**config.mk**
```make
export PLATFORM = sky130hd
export DESIGN_NAME = sfrsb_top
export DESIGN_NICKNAME = d
export VERILOG_FILES = /design/src/sfrsb_pkg.sv /design/src/sfrsb_top.sv
export SDC_FILE = /design/constraint.sdc
export NUM_CORES = 1
export LEC_CHECK = 0
export BUFFER_PORTS_ARGS = -buffer_cell sky130_fd_sc_hd__buf_4
export CORE_UTILIZATION = 45
export DETAILED_ROUTE_END_ITERATION = 7
export GPL_ROUTABILITY_DRIVEN = 1
export PLACE_DENSITY = 0.65
export RECOVER_POWER = 25
export SLEW_MARGIN = 20
export SYNTH_ARGS = -nofsm -noshare
export SYNTH_HDL_FRONTEND = slang
export SYNTH_SLANG_ARGS = --single-unit
```
**constraint.sdc**
```tcl
create_clock -name i_sys_clk -period 2 [get_ports i_sys_clk]
set_input_delay 0.2 -clock i_sys_clk [delete_from_list [all_inputs] [get_ports i_sys_clk]]
set_output_delay 0.2 -clock i_sys_clk [all_outputs]
set_load 0.02 [all_outputs]
```
**src/sfrsb_pkg.sv**
```systemverilog
package sfrsb_pkg;
  // opcodes
  localparam logic [7:0] OP_PROGRAM       = 8'h02;
  localparam logic [7:0] OP_READ_SR1      = 8'h05;
  localparam logic [7:0] OP_ACTIVE_STATUS = 8'h25;
  localparam logic [7:0] OP_READ_SR       = 8'h65;
  localparam logic [7:0] OP_WRITE_SR      = 8'h71;
  localparam logic [7:0] OP_DEEPEST_PD    = 8'h79;
  localparam logic [7:0] OP_RELEASE_PD    = 8'hab;
  localparam logic [7:0] OP_DEEP_PD       = 8'hb9;
  localparam logic [7:0] OP_BATT_CHECK    = 8'hef;
  localparam logic [7:0] OP_TERMINATE     = 8'hf0;
  // indirect status register addresses
  localparam logic [7:0] SR1_ADDR = 8'h01;
  localparam logic [7:0] SR6_ADDR = 8'h06;
  // battery_check_config_status fields
  localparam int RESULT_MSB   = 7;
  localparam int RESULT_LSB   = 6;
  localparam int LEVEL_MSB    = 5;
  localparam int LEVEL_LSB    = 3;
  localparam int LOAD_MSB     = 2;
  localparam int LOAD_LSB     = 1;
  localparam int DURATION_BIT = 0;
  localparam logic [5:0] SR6_CFG_RESET = 6'h00;
  localparam logic [1:0] RESULT_IDLE    = 2'b00;
  localparam logic [1:0] RESULT_RUNNING = 2'b01;
  localparam logic [1:0] RESULT_ABOVE   = 2'b10;
  localparam logic [1:0] RESULT_BELOW   = 2'b11;
  // byte counts at chip-select release, and the byte index at which the id is loaded
  localparam logic [2:0] RELEASE_BYTES     = 3'h1;
  localparam logic [2:0] RELEASE_ID_BYTES  = 3'h5;
  localparam logic [2:0] ID_LOAD_INDEX     = 3'h3;
  localparam logic [2:0] WRITE_SR_BYTES    = 3'h3;
  localparam logic [2:0] PROGRAM_MIN_BYTES = 3'h5;
  // hardware reset pattern, first step in the msb
  localparam logic [3:0] RESET_PATTERN = 4'h5;
  // pin synchroniser lanes
  localparam int PIN_CS   = 0;
  localparam int PIN_SCK  = 1;
  localparam int PIN_SI   = 2;
  localparam int PIN_BATT = 3;
  localparam logic [3:0] PIN_RESET = 4'h1;
  // timing
  localparam int CLK_MHZ           = 200;
  localparam int BATT_SHORT_US     = 100;
  localparam int BATT_LONG_US      = 1000;
  localparam int BATT_SHORT_CYCLES = BATT_SHORT_US * CLK_MHZ;
  localparam int BATT_LONG_CYCLES  = BATT_LONG_US * CLK_MHZ;
  localparam int BATT_CNT_W        = 18;
  typedef enum logic [2:0] {
    PWR_ACTIVE  = 3'b001,
    PWR_DEEP    = 3'b010,
    PWR_DEEPEST = 3'b100
  } sfrsb_pwr_type;
endpackage

```
**src/sfrsb_top.sv**
```systemverilog
`timescale 1ns/1ps
module sfrsb_top
  import sfrsb_pkg::*;
#(
  parameter int unsigned BATT_SHORT_CNT = BATT_SHORT_CYCLES,
  parameter int unsigned BATT_LONG_CNT  = BATT_LONG_CYCLES,
  parameter logic [7:0]  DEVICE_ID      = 8'h5a  // arbitrary value
) (
  input  wire logic       i_sys_clk,
  input  wire logic       i_reset_n,
  input  wire logic       i_spi_cs_n,
  input  wire logic       i_spi_sck,
  input  wire logic       i_spi_si,
  input  wire logic       i_batt_below,
  input  wire logic       i_array_done,
  input  wire logic       i_nv_write_busy,
  input  wire logic       i_multi_io_enter,
  output logic            o_spi_so,
  output logic            o_spi_so_oe,
  output logic            o_op_in_progress_flag,
  output logic            o_array_start,
  output logic            o_dev_reset,
  output logic            o_buffer_undefined,
  output logic            o_single_io_mode,
  output logic [2:0]      o_power_state,
  output logic [7:0]      o_battery_check_config_status,
  output logic [2:0]      o_battery_threshold_level,
  output logic [1:0]      o_battery_test_load,
  output logic            o_battery_test_load_en
);

  localparam logic [BATT_CNT_W-1:0] SHORT_LOAD = BATT_CNT_W'(BATT_SHORT_CNT);
  localparam logic [BATT_CNT_W-1:0] LONG_LOAD  = BATT_CNT_W'(BATT_LONG_CNT);
  localparam logic [BATT_CNT_W-1:0] CNT_ONE    = 18'h00001;

  logic [3:0]            s1_reg, s2_reg, s3_reg, pin_reg, pin_prev_reg;
  logic [2:0]            bit_cnt_reg, byte_cnt_reg;
  logic [7:0]            shift_reg, opcode_reg, addr_reg, data_reg, tx_reg;
  logic [1:0]            pat_cnt_reg, result_reg;
  logic [5:0]            cfg_reg;
  logic [BATT_CNT_W-1:0] batt_cnt_reg;
  logic                  sck_seen_reg, reset_pend_reg, busy_reg, load_en_reg;
  logic                  out_en_reg, status_mode_reg, single_reg;
  sfrsb_pwr_type         pwr_reg;

  logic       cs_rise, sck_edge, sck_rise, sck_fall, si, byte_done, awake;
  logic       exec, exec_release, exec_program, exec_batt, exec_term;
  logic       exec_deep, exec_deepest, exec_write, status_start, load_sr, load_id, hw_apply;
  logic [7:0] rx_byte, sr1_value, sr6_value;

  // pins from outside: a change counts once stages two and three agree
  always_ff @(posedge i_sys_clk or negedge i_reset_n) begin
    if (!i_reset_n) begin
      s1_reg       <= PIN_RESET;
      s2_reg       <= PIN_RESET;
      s3_reg       <= PIN_RESET;
      pin_reg      <= PIN_RESET;
      pin_prev_reg <= PIN_RESET;
    end else begin
      s1_reg       <= {i_batt_below, i_spi_si, i_spi_sck, i_spi_cs_n};
      s2_reg       <= s1_reg;
      s3_reg       <= s2_reg;
      pin_reg      <= (s2_reg & s3_reg) | (pin_reg & (s2_reg ^ s3_reg));
      pin_prev_reg <= pin_reg;
    end
  end

  assign cs_rise   = pin_reg[PIN_CS] & ~pin_prev_reg[PIN_CS];
  assign sck_edge  = pin_reg[PIN_SCK] ^ pin_prev_reg[PIN_SCK];
  assign sck_rise  = sck_edge & pin_reg[PIN_SCK] & ~pin_reg[PIN_CS];
  assign sck_fall  = sck_edge & ~pin_reg[PIN_SCK] & ~pin_reg[PIN_CS];
  assign si        = pin_reg[PIN_SI];
  assign byte_done = sck_rise & (bit_cnt_reg == 3'h7);
  assign rx_byte   = {shift_reg[6:0], si};
  assign awake     = (pwr_reg == PWR_ACTIVE);

  // nothing runs when released mid-byte or with no clocks at all
  assign exec         = cs_rise & (bit_cnt_reg == 3'h0) & (byte_cnt_reg != 3'h0);
  assign exec_release = exec & (opcode_reg == OP_RELEASE_PD) &
                        ((byte_cnt_reg == RELEASE_BYTES) | (byte_cnt_reg == RELEASE_ID_BYTES));
  assign exec_program = exec & awake & (opcode_reg == OP_PROGRAM) &
                        (byte_cnt_reg >= PROGRAM_MIN_BYTES) & ~busy_reg;
  assign exec_batt    = exec & awake & (opcode_reg == OP_BATT_CHECK) & ~load_en_reg;
  assign exec_term    = exec & awake & (opcode_reg == OP_TERMINATE);
  assign exec_deep    = exec & awake & (opcode_reg == OP_DEEP_PD);
  assign exec_deepest = exec & awake & (opcode_reg == OP_DEEPEST_PD);
  assign exec_write   = exec & awake & (opcode_reg == OP_WRITE_SR) &
                        (addr_reg == SR6_ADDR) & (byte_cnt_reg == WRITE_SR_BYTES);
  assign status_start = byte_done & awake & (byte_cnt_reg == 3'h0) & (rx_byte == OP_ACTIVE_STATUS);
  assign load_sr      = byte_done & awake & (((byte_cnt_reg == 3'h1) & (opcode_reg == OP_READ_SR)) |
                        ((byte_cnt_reg == 3'h0) & (rx_byte == OP_READ_SR1)));
  assign load_id      = byte_done & (byte_cnt_reg == ID_LOAD_INDEX) & (opcode_reg == OP_RELEASE_PD);
  // a pending reset is held off while a non-volatile write runs
  assign hw_apply     = reset_pend_reg & ~i_nv_write_busy;

  assign sr1_value = {7'h00, busy_reg};
  assign sr6_value = {result_reg, cfg_reg};

  always_ff @(posedge i_sys_clk or negedge i_reset_n) begin
    if (!i_reset_n) begin
      bit_cnt_reg  <= 3'h0;
      byte_cnt_reg <= 3'h0;
      shift_reg    <= 8'h00;
      opcode_reg   <= 8'h00;
      addr_reg     <= 8'h00;
      data_reg     <= 8'h00;
    end else if (cs_rise) begin
      bit_cnt_reg  <= 3'h0;
      byte_cnt_reg <= 3'h0;
    end else if (sck_rise) begin
      shift_reg   <= rx_byte;
      bit_cnt_reg <= bit_cnt_reg + 3'h1;
      if (byte_done) begin
        // saturates: only the first few byte positions matter here
        if (byte_cnt_reg != 3'h7) begin
          byte_cnt_reg <= byte_cnt_reg + 3'h1;
        end
        if (byte_cnt_reg == 3'h0) begin
          opcode_reg <= rx_byte;
        end
        if (byte_cnt_reg == 3'h1) begin
          addr_reg <= rx_byte;
        end
        if (byte_cnt_reg == 3'h2) begin
          data_reg <= rx_byte;
        end
      end
    end
  end

  // hardware reset pattern detector, cs rises with a quiet clock
  always_ff @(posedge i_sys_clk or negedge i_reset_n) begin
    if (!i_reset_n) begin
      pat_cnt_reg    <= 2'h0;
      sck_seen_reg   <= 1'b0;
      reset_pend_reg <= 1'b0;
    end else begin
      if (hw_apply) begin
        reset_pend_reg <= 1'b0;
      end
      if (sck_edge) begin
        sck_seen_reg <= 1'b1;
        pat_cnt_reg  <= 2'h0;
      end
      if (cs_rise) begin
        sck_seen_reg <= 1'b0;
        if (sck_seen_reg | sck_edge) begin
          pat_cnt_reg <= 2'h0;
        end else if (si == RESET_PATTERN[~pat_cnt_reg]) begin
          if (pat_cnt_reg == 2'h3) begin
            reset_pend_reg <= 1'b1;
            pat_cnt_reg    <= 2'h0;
          end else begin
            pat_cnt_reg <= pat_cnt_reg + 2'h1;
          end
        end else begin
          pat_cnt_reg <= (si == RESET_PATTERN[3]) ? 2'h1 : 2'h0;
        end
      end
    end
  end

  always_ff @(posedge i_sys_clk or negedge i_reset_n) begin
    if (!i_reset_n) begin
      o_dev_reset        <= 1'b0;
      o_buffer_undefined <= 1'b0;
    end else begin
      // non-volatile copies live outside; only volatile state is cleared
      o_dev_reset        <= hw_apply;
      o_buffer_undefined <= hw_apply & (pwr_reg == PWR_DEEPEST);
    end
  end

  always_ff @(posedge i_sys_clk or negedge i_reset_n) begin
    if (!i_reset_n) begin
      pwr_reg <= PWR_ACTIVE;
    end else if (hw_apply) begin
      pwr_reg <= PWR_ACTIVE;
    end else begin
      unique case (pwr_reg)
        PWR_ACTIVE: begin
          if (exec_deep) begin
            pwr_reg <= PWR_DEEP;
          end else if (exec_deepest) begin
            pwr_reg <= PWR_DEEPEST;
          end
        end
        PWR_DEEP, PWR_DEEPEST: begin
          if (exec_release) begin
            pwr_reg <= PWR_ACTIVE;
          end
        end
        default: begin
          pwr_reg <= PWR_ACTIVE;
        end
      endcase
    end
  end

  // the program start wins over a done arriving in the same cycle
  always_ff @(posedge i_sys_clk or negedge i_reset_n) begin
    if (!i_reset_n) begin
      busy_reg      <= 1'b0;
      o_array_start <= 1'b0;
    end else begin
      o_array_start <= exec_program;
      if (hw_apply) begin
        busy_reg <= 1'b0;
      end else if (exec_program) begin
        busy_reg <= 1'b1;
      end else if (i_array_done) begin
        busy_reg <= 1'b0;
      end
    end
  end

  always_ff @(posedge i_sys_clk or negedge i_reset_n) begin
    if (!i_reset_n) begin
      single_reg <= 1'b1;
    end else if (hw_apply) begin
      single_reg <= 1'b1;
    end else if (i_multi_io_enter) begin
      single_reg <= 1'b0;
    end
  end

  // battery check sequencer; completion is written last so it wins
  always_ff @(posedge i_sys_clk or negedge i_reset_n) begin
    if (!i_reset_n) begin
      cfg_reg      <= SR6_CFG_RESET;
      result_reg   <= RESULT_IDLE;
      load_en_reg  <= 1'b0;
      batt_cnt_reg <= '0;
    end else if (hw_apply) begin
      cfg_reg      <= SR6_CFG_RESET;
      result_reg   <= RESULT_IDLE;
      load_en_reg  <= 1'b0;
      batt_cnt_reg <= '0;
    end else begin
      if (exec_write) begin
        cfg_reg <= data_reg[LEVEL_MSB:0];
      end
      if (exec_term) begin
        result_reg  <= RESULT_IDLE;
        load_en_reg <= 1'b0;
      end
      if (exec_batt) begin
        result_reg   <= RESULT_RUNNING;
        load_en_reg  <= 1'b1;
        batt_cnt_reg <= cfg_reg[DURATION_BIT] ? LONG_LOAD : SHORT_LOAD;
      end else if (load_en_reg) begin
        batt_cnt_reg <= batt_cnt_reg - CNT_ONE;
        if (batt_cnt_reg == CNT_ONE) begin
          // comparator reports below only under the selected level
          result_reg  <= pin_reg[PIN_BATT] ? RESULT_BELOW : RESULT_ABOVE;
          load_en_reg <= 1'b0;
        end
      end
    end
  end

  // serial output: status mode mirrors busy or the battery load every cycle, reads shift on sck fall
  always_ff @(posedge i_sys_clk or negedge i_reset_n) begin
    if (!i_reset_n) begin
      tx_reg          <= 8'h00;
      out_en_reg      <= 1'b0;
      status_mode_reg <= 1'b0;
      o_spi_so        <= 1'b0;
      o_spi_so_oe     <= 1'b0;
    end else if (cs_rise | hw_apply) begin
      out_en_reg      <= 1'b0;
      status_mode_reg <= 1'b0;
      o_spi_so        <= 1'b0;
      o_spi_so_oe     <= 1'b0;
    end else begin
      if (status_start) begin
        status_mode_reg <= 1'b1;
      end
      if (load_sr) begin
        tx_reg     <= ((opcode_reg == OP_READ_SR) && (rx_byte == SR6_ADDR)) ? sr6_value : sr1_value;
        out_en_reg <= 1'b1;
      end else if (load_id) begin
        tx_reg     <= DEVICE_ID;
        out_en_reg <= 1'b1;
      end else if (sck_fall & out_en_reg) begin
        tx_reg <= {tx_reg[6:0], 1'b0};
      end
      if (status_mode_reg) begin
        o_spi_so    <= busy_reg | load_en_reg;
        o_spi_so_oe <= 1'b1;
      end else if (sck_fall & out_en_reg) begin
        o_spi_so    <= tx_reg[7];
        o_spi_so_oe <= 1'b1;
      end
    end
  end

  assign o_op_in_progress_flag         = busy_reg;
  assign o_single_io_mode              = single_reg;
  assign o_power_state                 = pwr_reg;
  assign o_battery_check_config_status = sr6_value;
  assign o_battery_threshold_level     = cfg_reg[LEVEL_MSB:LEVEL_LSB];
  assign o_battery_test_load           = cfg_reg[LOAD_MSB:LOAD_LSB];
  assign o_battery_test_load_en        = load_en_reg;

endmodule
```
After elaboration in Yosys (flattened, before gate mapping):

Index checks and enable logic that the tools add are counted.

* flip-flop bits (word level): 104
* bits of input ports: 9
* output and inout bits: 24
* word-level logic and storage cells: 200

* add/subtract/negate cells: 4
* magnitude comparators: 2
* equal/unequal tests: 26
* mux-type cells: 63
* bitwise gates (word level): 52
* reduce and logical (&&, ||, !) cells: 24

Operator list (number)
* $mux W18: 4
* $and A1 B1 Y1: 33
* $eq A8 B8 Y1 const B: 4
* $mux W8: 4
* $mux W1: 31
* $mux W3: 10
* $eq A8 B3 Y1 const B: 3
* $eq A8 B7 Y1 const B: 3
* $mux W2: 10
* $eq A18 B1 Y1 const B: 1
* $reduce_bool A3 Y1: 6
* $sub A18 B1 Y18 const B: 1
* $reduce_bool A2 Y1: 7
* $mux W6: 2
* $reduce_and A4 Y1: 3
* $eq A3 B2 Y1 const B: 3
* $eq A3 B3 Y1 const B: 3
* $and A4 B4 Y4: 2
* $eq A8 B2 Y1 const B: 1
* $eq A8 B6 Y1 const B: 1
* $not A1 Y1: 8
* $add A3 B1 Y3 const B: 2
* $eq A3 B1 Y1 const B: 2
* $logic_not A3 Y1: 2
* other kinds (18): 25

Longest topological paths before layout:

* word-level depth: 11
* gate-level depth with buffers: 9
* depth with buffers taken out: 7

Worst setup path before layout:

No wires, ideal clock.

* path type: register to register
* start: register byte_cnt_reg[0]
* end: register cfg_reg[0]
* library setup time: 0.135 ns
* data arrival time: 1.998 ns
* required time: 1.865 ns
* setup slack: -0.133 ns
* stages on the path, launching flop included: 8
* buffers on the path: 0
* clock period less this slack: 2.133 ns
* path through: dfrtp_1 > inv_1 > ha_1 > nor2b_1 > or3_4 > nor4_4 > mux2i_1 > nor2_2

* word-level cells in the longest chain between the ends: 7
* elaborated cells between the ends (all ways): 8
* those cells by class: 1 x eq/ne; 5 x bitwise; 2 x reduce/logical

RTL lines
* from (decl): RTL line sfrsb_top.sv:37 `logic [2:0] bit_cnt_reg, byte_cnt_reg;`
* from (signal assigned): RTL line sfrsb_top.sv:116 `byte_cnt_reg <= byte_cnt_reg + 3'h1;`
* $reduce_bool A3 Y1: RTL line sfrsb_top.sv:78 `assign exec = cs_rise & (bit_cnt_reg == 3'h0) & (byte_cnt_reg != 3'h0);`
* $and A1 B1 Y1: RTL line sfrsb_top.sv:78
* $and A1 B1 Y1 (3 in a row): RTL line sfrsb_top.sv:87 `assign exec_write = exec & awake & (opcode_reg == OP_WRITE_SR) &`
* $and A1 B1 Y1 *: RTL line sfrsb_top.sv:88 `(addr_reg == SR6_ADDR) & (byte_cnt_reg == WRITE_SR_BYTES);`
* $reduce_bool A2 Y1 (no source line) *
* to (signal assigned): RTL line sfrsb_top.sv:241 `cfg_reg <= data_reg[LEVEL_MSB:0];`
* to (decl): RTL line sfrsb_top.sv:40 `logic [5:0] cfg_reg;`

Mark *: on every way between the ends. The rest lies on a longest branch, timed or not.
A chain may end at the register's enable or synchronous reset.

Worst setup path in the final report:

* start: register bit_cnt_reg[0]
* end: register tx_reg[5]

* word-level cells in the longest chain between the ends: 6
* elaborated cells between the ends (all ways): 10
* those cells by class: 1 x eq/ne; 2 x mux; 5 x bitwise; 2 x reduce/logical

RTL lines
* from (decl): RTL line sfrsb_top.sv:37
* from (signal assigned): RTL line sfrsb_top.sv:112 `bit_cnt_reg <= bit_cnt_reg + 3'h1;`
* $eq A3 B3 Y1 *: RTL line sfrsb_top.sv:73 `assign byte_done = sck_rise & (bit_cnt_reg == 3'h7);`
* $and A1 B1 Y1 *: RTL line sfrsb_top.sv:73
* $and A1 B1 Y1 (on tied branches) (2 in a row): RTL line sfrsb_top.sv:90, sfrsb_top.sv:92
* $reduce_bool A3 Y1 (no source line) / $mux W8 (equally long branches)
* $reduce_and A2 Y1 (no source line) / $mux W8 (equally long branches)
* to (signal assigned): RTL line sfrsb_top.sv:280 `tx_reg <= ((opcode_reg == OP_READ_SR) && (rx_byte == SR6_ADDR)) ? sr6_value : sr1_value;`
* to (signal assigned): RTL line sfrsb_top.sv:286 `tx_reg <= {tx_reg[6:0], 1'b0};`
* to (decl): RTL line sfrsb_top.sv:38 `logic [7:0] shift_reg, opcode_reg, addr_reg, data_reg, tx_reg;`

Marked as above.

==> results_tabular.tex <==
\begin{tabular}{lr}
\hline
Metric & Value \\
\hline
\multicolumn{2}{l}{\textbf{Status}} \\
Outcome & finished with violations \\
Violations in the final reports & setup timing \\
\multicolumn{2}{l}{\textbf{Setup path}} \\
Startpoint class of the critical path & flip-flop \\
CP endpoint kind & flip-flop \\
Required @ worst endpoint & 2.28 ns \\
Worst path arrival time & 2.44 ns \\
Biggest fanout along the worst timing path & 8 \\
Crit Path Class & flip-flop to flip-flop \\
\multicolumn{2}{l}{\textbf{Finish}} \\
Final core occ & 61.68\% \\
Flip-flop count of the largest register, all copies and words added & 18 \\
Share of final-layout standard cells stronger than drive strength 1 & 41.94\% \\
Antenna Cells & 0 \\
Number of nets at the end of the flow & 611 \\
Synth-to-layout area growth & 32.52\% \\
\multicolumn{2}{l}{\textbf{Detailed routing}} \\
WL/cell & 16.93 µm \\
Number of DRC markers after the initial detailed-route iteration & 238 \\
Via-to-Cell Ratio & 5.497 \\
DRT Pass-1 Iters & 6 \\
DRT antenna net count & 0 \\
Wire length after detailed routing & 12,340 µm \\
Vias after detailed routing & 4,007 \\
Post-detailed-route DRC marker count & 0 \\
\multicolumn{2}{l}{\textbf{CTS}} \\
Number of buffers between clock root and the deepest sink & 2 \\
H-Tree Level Count & 3 \\
Number of buffers inserted during clock tree synthesis & 9 \\
Clock Tree Root & sky130\_fd\_sc\_hd\_\_clkbuf\_8 \\
Clock latency reported for the late side of the worst-skew pair & 0.39 ns \\
Clock-pin slew on the worst setup and hold paths & 0.10 ns \\
Clock tree from TritonCTS & yes \\
Clk sink count & 104 \\
\multicolumn{2}{l}{\textbf{Placed design}} \\
Detailed placer's ending HPWL & 8796 µm \\
Routability congestion estimate from global placement & 0.8473 \\
Worst slack, placed & -0.1707 ns \\
Count of input and output buffers & 32 \\
\multicolumn{2}{l}{\textbf{Timing}} \\
Count of final hold-check violations & 0 \\
Fraction of the cycle the final worst path needs & 108.3\% \\
Worst Tran Pin Value & 0.9756 ns \\
Maximum clock rate & 461.7 MHz \\
Post-route setup slack & -0.1659 ns \\
RSZ-0062 raised after global routing & yes \\
Final setup fails & 14 \\
Clock skew after layout & 0.009818 ns \\
Worst max-slew margin expressed relative to the limit & 34.96\% \\
Final count of pins violating max slew & 0 \\
Period minus WS final & 2.166 ns \\
\multicolumn{2}{l}{\textbf{Floorplanning}} \\
Width of the die & 108.1 µm \\
Full die area & 0.01169 mm² \\
Die Span Y & 108.1 µm \\
Area of the placeable core & 0.01089 mm² \\
Number of core rows & 38 \\
I/O pin count & 33 \\
Initial core utilization & 46.54\% \\
\multicolumn{2}{l}{\textbf{Pwr}} \\
Power density over cell area & 752.4 mW/mm² \\
Maximum ir drop on the vdd rail & 658.3 µV \\
Static power due to leakage & 0.003080 µW \\
\multicolumn{2}{l}{\textbf{Synthesis}} \\
Top cell type's share of synthesized area & 47.90\% \\
Number of different library cells in the post-synthesis netlist & 60 \\
Leading post-synthesis cells by instance count & sky130\_fd\_sc\_hd\_\_dfrtp\_1, sky130\_fd\_sc\_hd\_\_mux2\_2, sky130\_fd\_sc\_hd\_\_nand2\_1 \\
Number of standard cells after synthesis & 454 \\
Sequential cell area fraction in the yosys report & 51.53\% \\
Total nets after synthesis & 481 \\
Flop and latch count out of synthesis & 104 \\
Async set or reset register ratio after synthesis & 100.0\% \\
Average instance area after synthesis & 11.16 µm² \\
Synth top area cells & sky130\_fd\_sc\_hd\_\_dfrtp\_1, sky130\_fd\_sc\_hd\_\_mux2\_2, sky130\_fd\_sc\_hd\_\_ha\_1, sky130\_fd\_sc\_hd\_\_dfstp\_2, sky130\_fd\_sc\_hd\_\_mux2i\_1 \\
Library cell with the highest instance count after synthesis & sky130\_fd\_sc\_hd\_\_dfrtp\_1 \\
Total of warnings raised by yosys & 0 \\
Flip-flop cell with the highest count after synthesis & sky130\_fd\_sc\_hd\_\_dfrtp\_1 \\
Cell type contributing the most total cell area after synthesis & sky130\_fd\_sc\_hd\_\_dfrtp\_1 \\
Post-synth EDFFs & 0 \\
Syn Std Cell Area & 0.005067 mm² \\
\multicolumn{2}{l}{\textbf{Global routing}} \\
Antenna violations before repair & 0 \\
Pin count of the biggest net entering global routing & 41 \\
GR Util All Layers & 22.51\% \\
Vias in the first global route & 3,974 \\
Global-route wire length before repair & 19,950 µm \\
Overflow left after global routing & 0 \\
\multicolumn{2}{l}{\textbf{Run}} \\
Count of maximum capacitance violations & 0 \\
\multicolumn{2}{l}{\textbf{Min path}} \\
HP Class & input pin to flip-flop \\
\hline
\end{tabular}
-- layout make-up --
cell class,count,area (µm²)
multi-input combinational,310,2542
clock inverter,6,67.56
sequential,104,2613
clock buffer,10,137.6
timing repair buffer,138,1096
fill,906,4173
tap,140,175.2
inverter,21,83.83
-- per-layer routing --
| metal | up-vias | global-route usage, % | wire [µm] |
|---|---|---|---|
| met5 | - | 0 | 0 |
| met4 | 0 | 8.219 | 243 |
| met3 | 20 | 4.099 | 521 |
| met2 | 103 | 36.44 | 6081 |
| met1 | 1973 | 30.14 | 5492 |
| li1 | 1911 | - | - |
-- per-stage QoR --
step / total power (µW) / setup TNS [ns] / hold slack [ns] / cell area, µm² / std cells
4_1_cts: 4956 / -0.9726 / 0.02472 / 6475 / 720
3_3_place_gp: 3471 / -1.202 / 0.1950 / 6015 / 688
6_report: 5052 / -1.313 / 0.04483 / 6715 / 729
5_1_grt: 5306 / -3.829 / 0.02906 / 6715 / 729
2_1_floorplan: 3010 / -0.1193 / -0.09559 / 5074 / 454
3_5_place_dp: 3515 / -2.708 / 0.2046 / 6015 / 688
-- cells by family (layout without fill, tap and decap cells) --
kind of cell | Yosys count | after routing | synth area share (%)
and+or+nand+nor | 157 | 157 | 18.30
xor gates and xnor gates | 2 | 2 | 0.3457
adders and majority gates | 18 | 18 | 4.445
AOI/OAI and AO/OA | 80 | 80 | 10.37
DFF | 104 | 104 | 51.53
buffers and inverters | 40 | 175 | 3.605
muxes | 53 | 53 | 11.41
-- layout by cell type (no fill, tap or decap), types with 6 or more instances in the layout --
cell type	n
sky130_fd_sc_hd__buf_4	115
sky130_fd_sc_hd__dfrtp_1	96
sky130_fd_sc_hd__mux2_2	31
sky130_fd_sc_hd__nand2_1	27
sky130_fd_sc_hd__nor2_1	21
sky130_fd_sc_hd__o21ai_0	19
sky130_fd_sc_hd__inv_1	17
sky130_fd_sc_hd__a21oi_1	15
sky130_fd_sc_hd__nand3_1	14
sky130_fd_sc_hd__mux2i_1	12
sky130_fd_sc_hd__ha_1	11
sky130_fd_sc_hd__clkbuf_8	10
sky130_fd_sc_hd__nor3_1	9
sky130_fd_sc_hd__a31oi_1	8
sky130_fd_sc_hd__nor2_2	8
sky130_fd_sc_hd__buf_6	8
sky130_fd_sc_hd__nor4_1	7
sky130_fd_sc_hd__mux2_4	7
sky130_fd_sc_hd__nand2b_1	6
sky130_fd_sc_hd__a21o_1	6
sky130_fd_sc_hd__or3_1	6
sky130_fd_sc_hd__dlygate4sd3_1	6
-- power breakdown --
| part | total, µW | switching [µW] | internal, µW | leakage [µW] |
|---|---|---|---|---|
| Clock | 1370 | 752 | 619 | 0.000104 |
| Sequential | 2520 | 203 | 2320 | 0.00130 |
| Combinational | 1160 | 530 | 630 | 0.00167 |
| Total | 5050 | 1480 | 3570 | 0.00308 |
-- worst paths after layout --
| path | from | to | slack, ns | depth (start not counted) |
|---|---|---|---|---|
| worst max-delay path | bit_cnt_reg[0] | tx_reg[5] | -0.17 | 8 |
| worst min-delay path | i_nv_write_busy | reset_pend_reg | 0.04 | 2 |
| worst max register to register | bit_cnt_reg[0] | tx_reg[5] | -0.17 | 8 |
| worst min register to register | s1_reg[1] | s2_reg[1] | 0.36 | 0 |
| max in group asynchronous | i_reset_n | o_power_state[0] | 0.66 | 3 |
| min in group asynchronous | i_reset_n | batt_cnt_reg[14] | 0.49 | 2 |
-- critical path: stages (launching register included) --
cell	delay (ns)
sky130_fd_sc_hd__dfrtp_1	0.39
sky130_fd_sc_hd__ha_2	0.20
sky130_fd_sc_hd__ha_4	0.13
sky130_fd_sc_hd__nand3b_1	0.10
sky130_fd_sc_hd__or3b_4	0.43
sky130_fd_sc_hd__nor2_4	0.10
sky130_fd_sc_hd__o311a_1	0.25
sky130_fd_sc_hd__buf_12	0.16
sky130_fd_sc_hd__mux2_4	0.30
-- repair_timing --
item | CTS | global route
buffers inserted | 10 | 9
hold endpoints to repair | 34 | 0
pin swaps | 4 | 18
gates resized for setup | 27 | 47
setup endpoints to repair | 25 | 55
gates cloned | 0 | 0
hold buffers | 6 | 0
No activity file was read; power rests on OpenSTA's default activity.
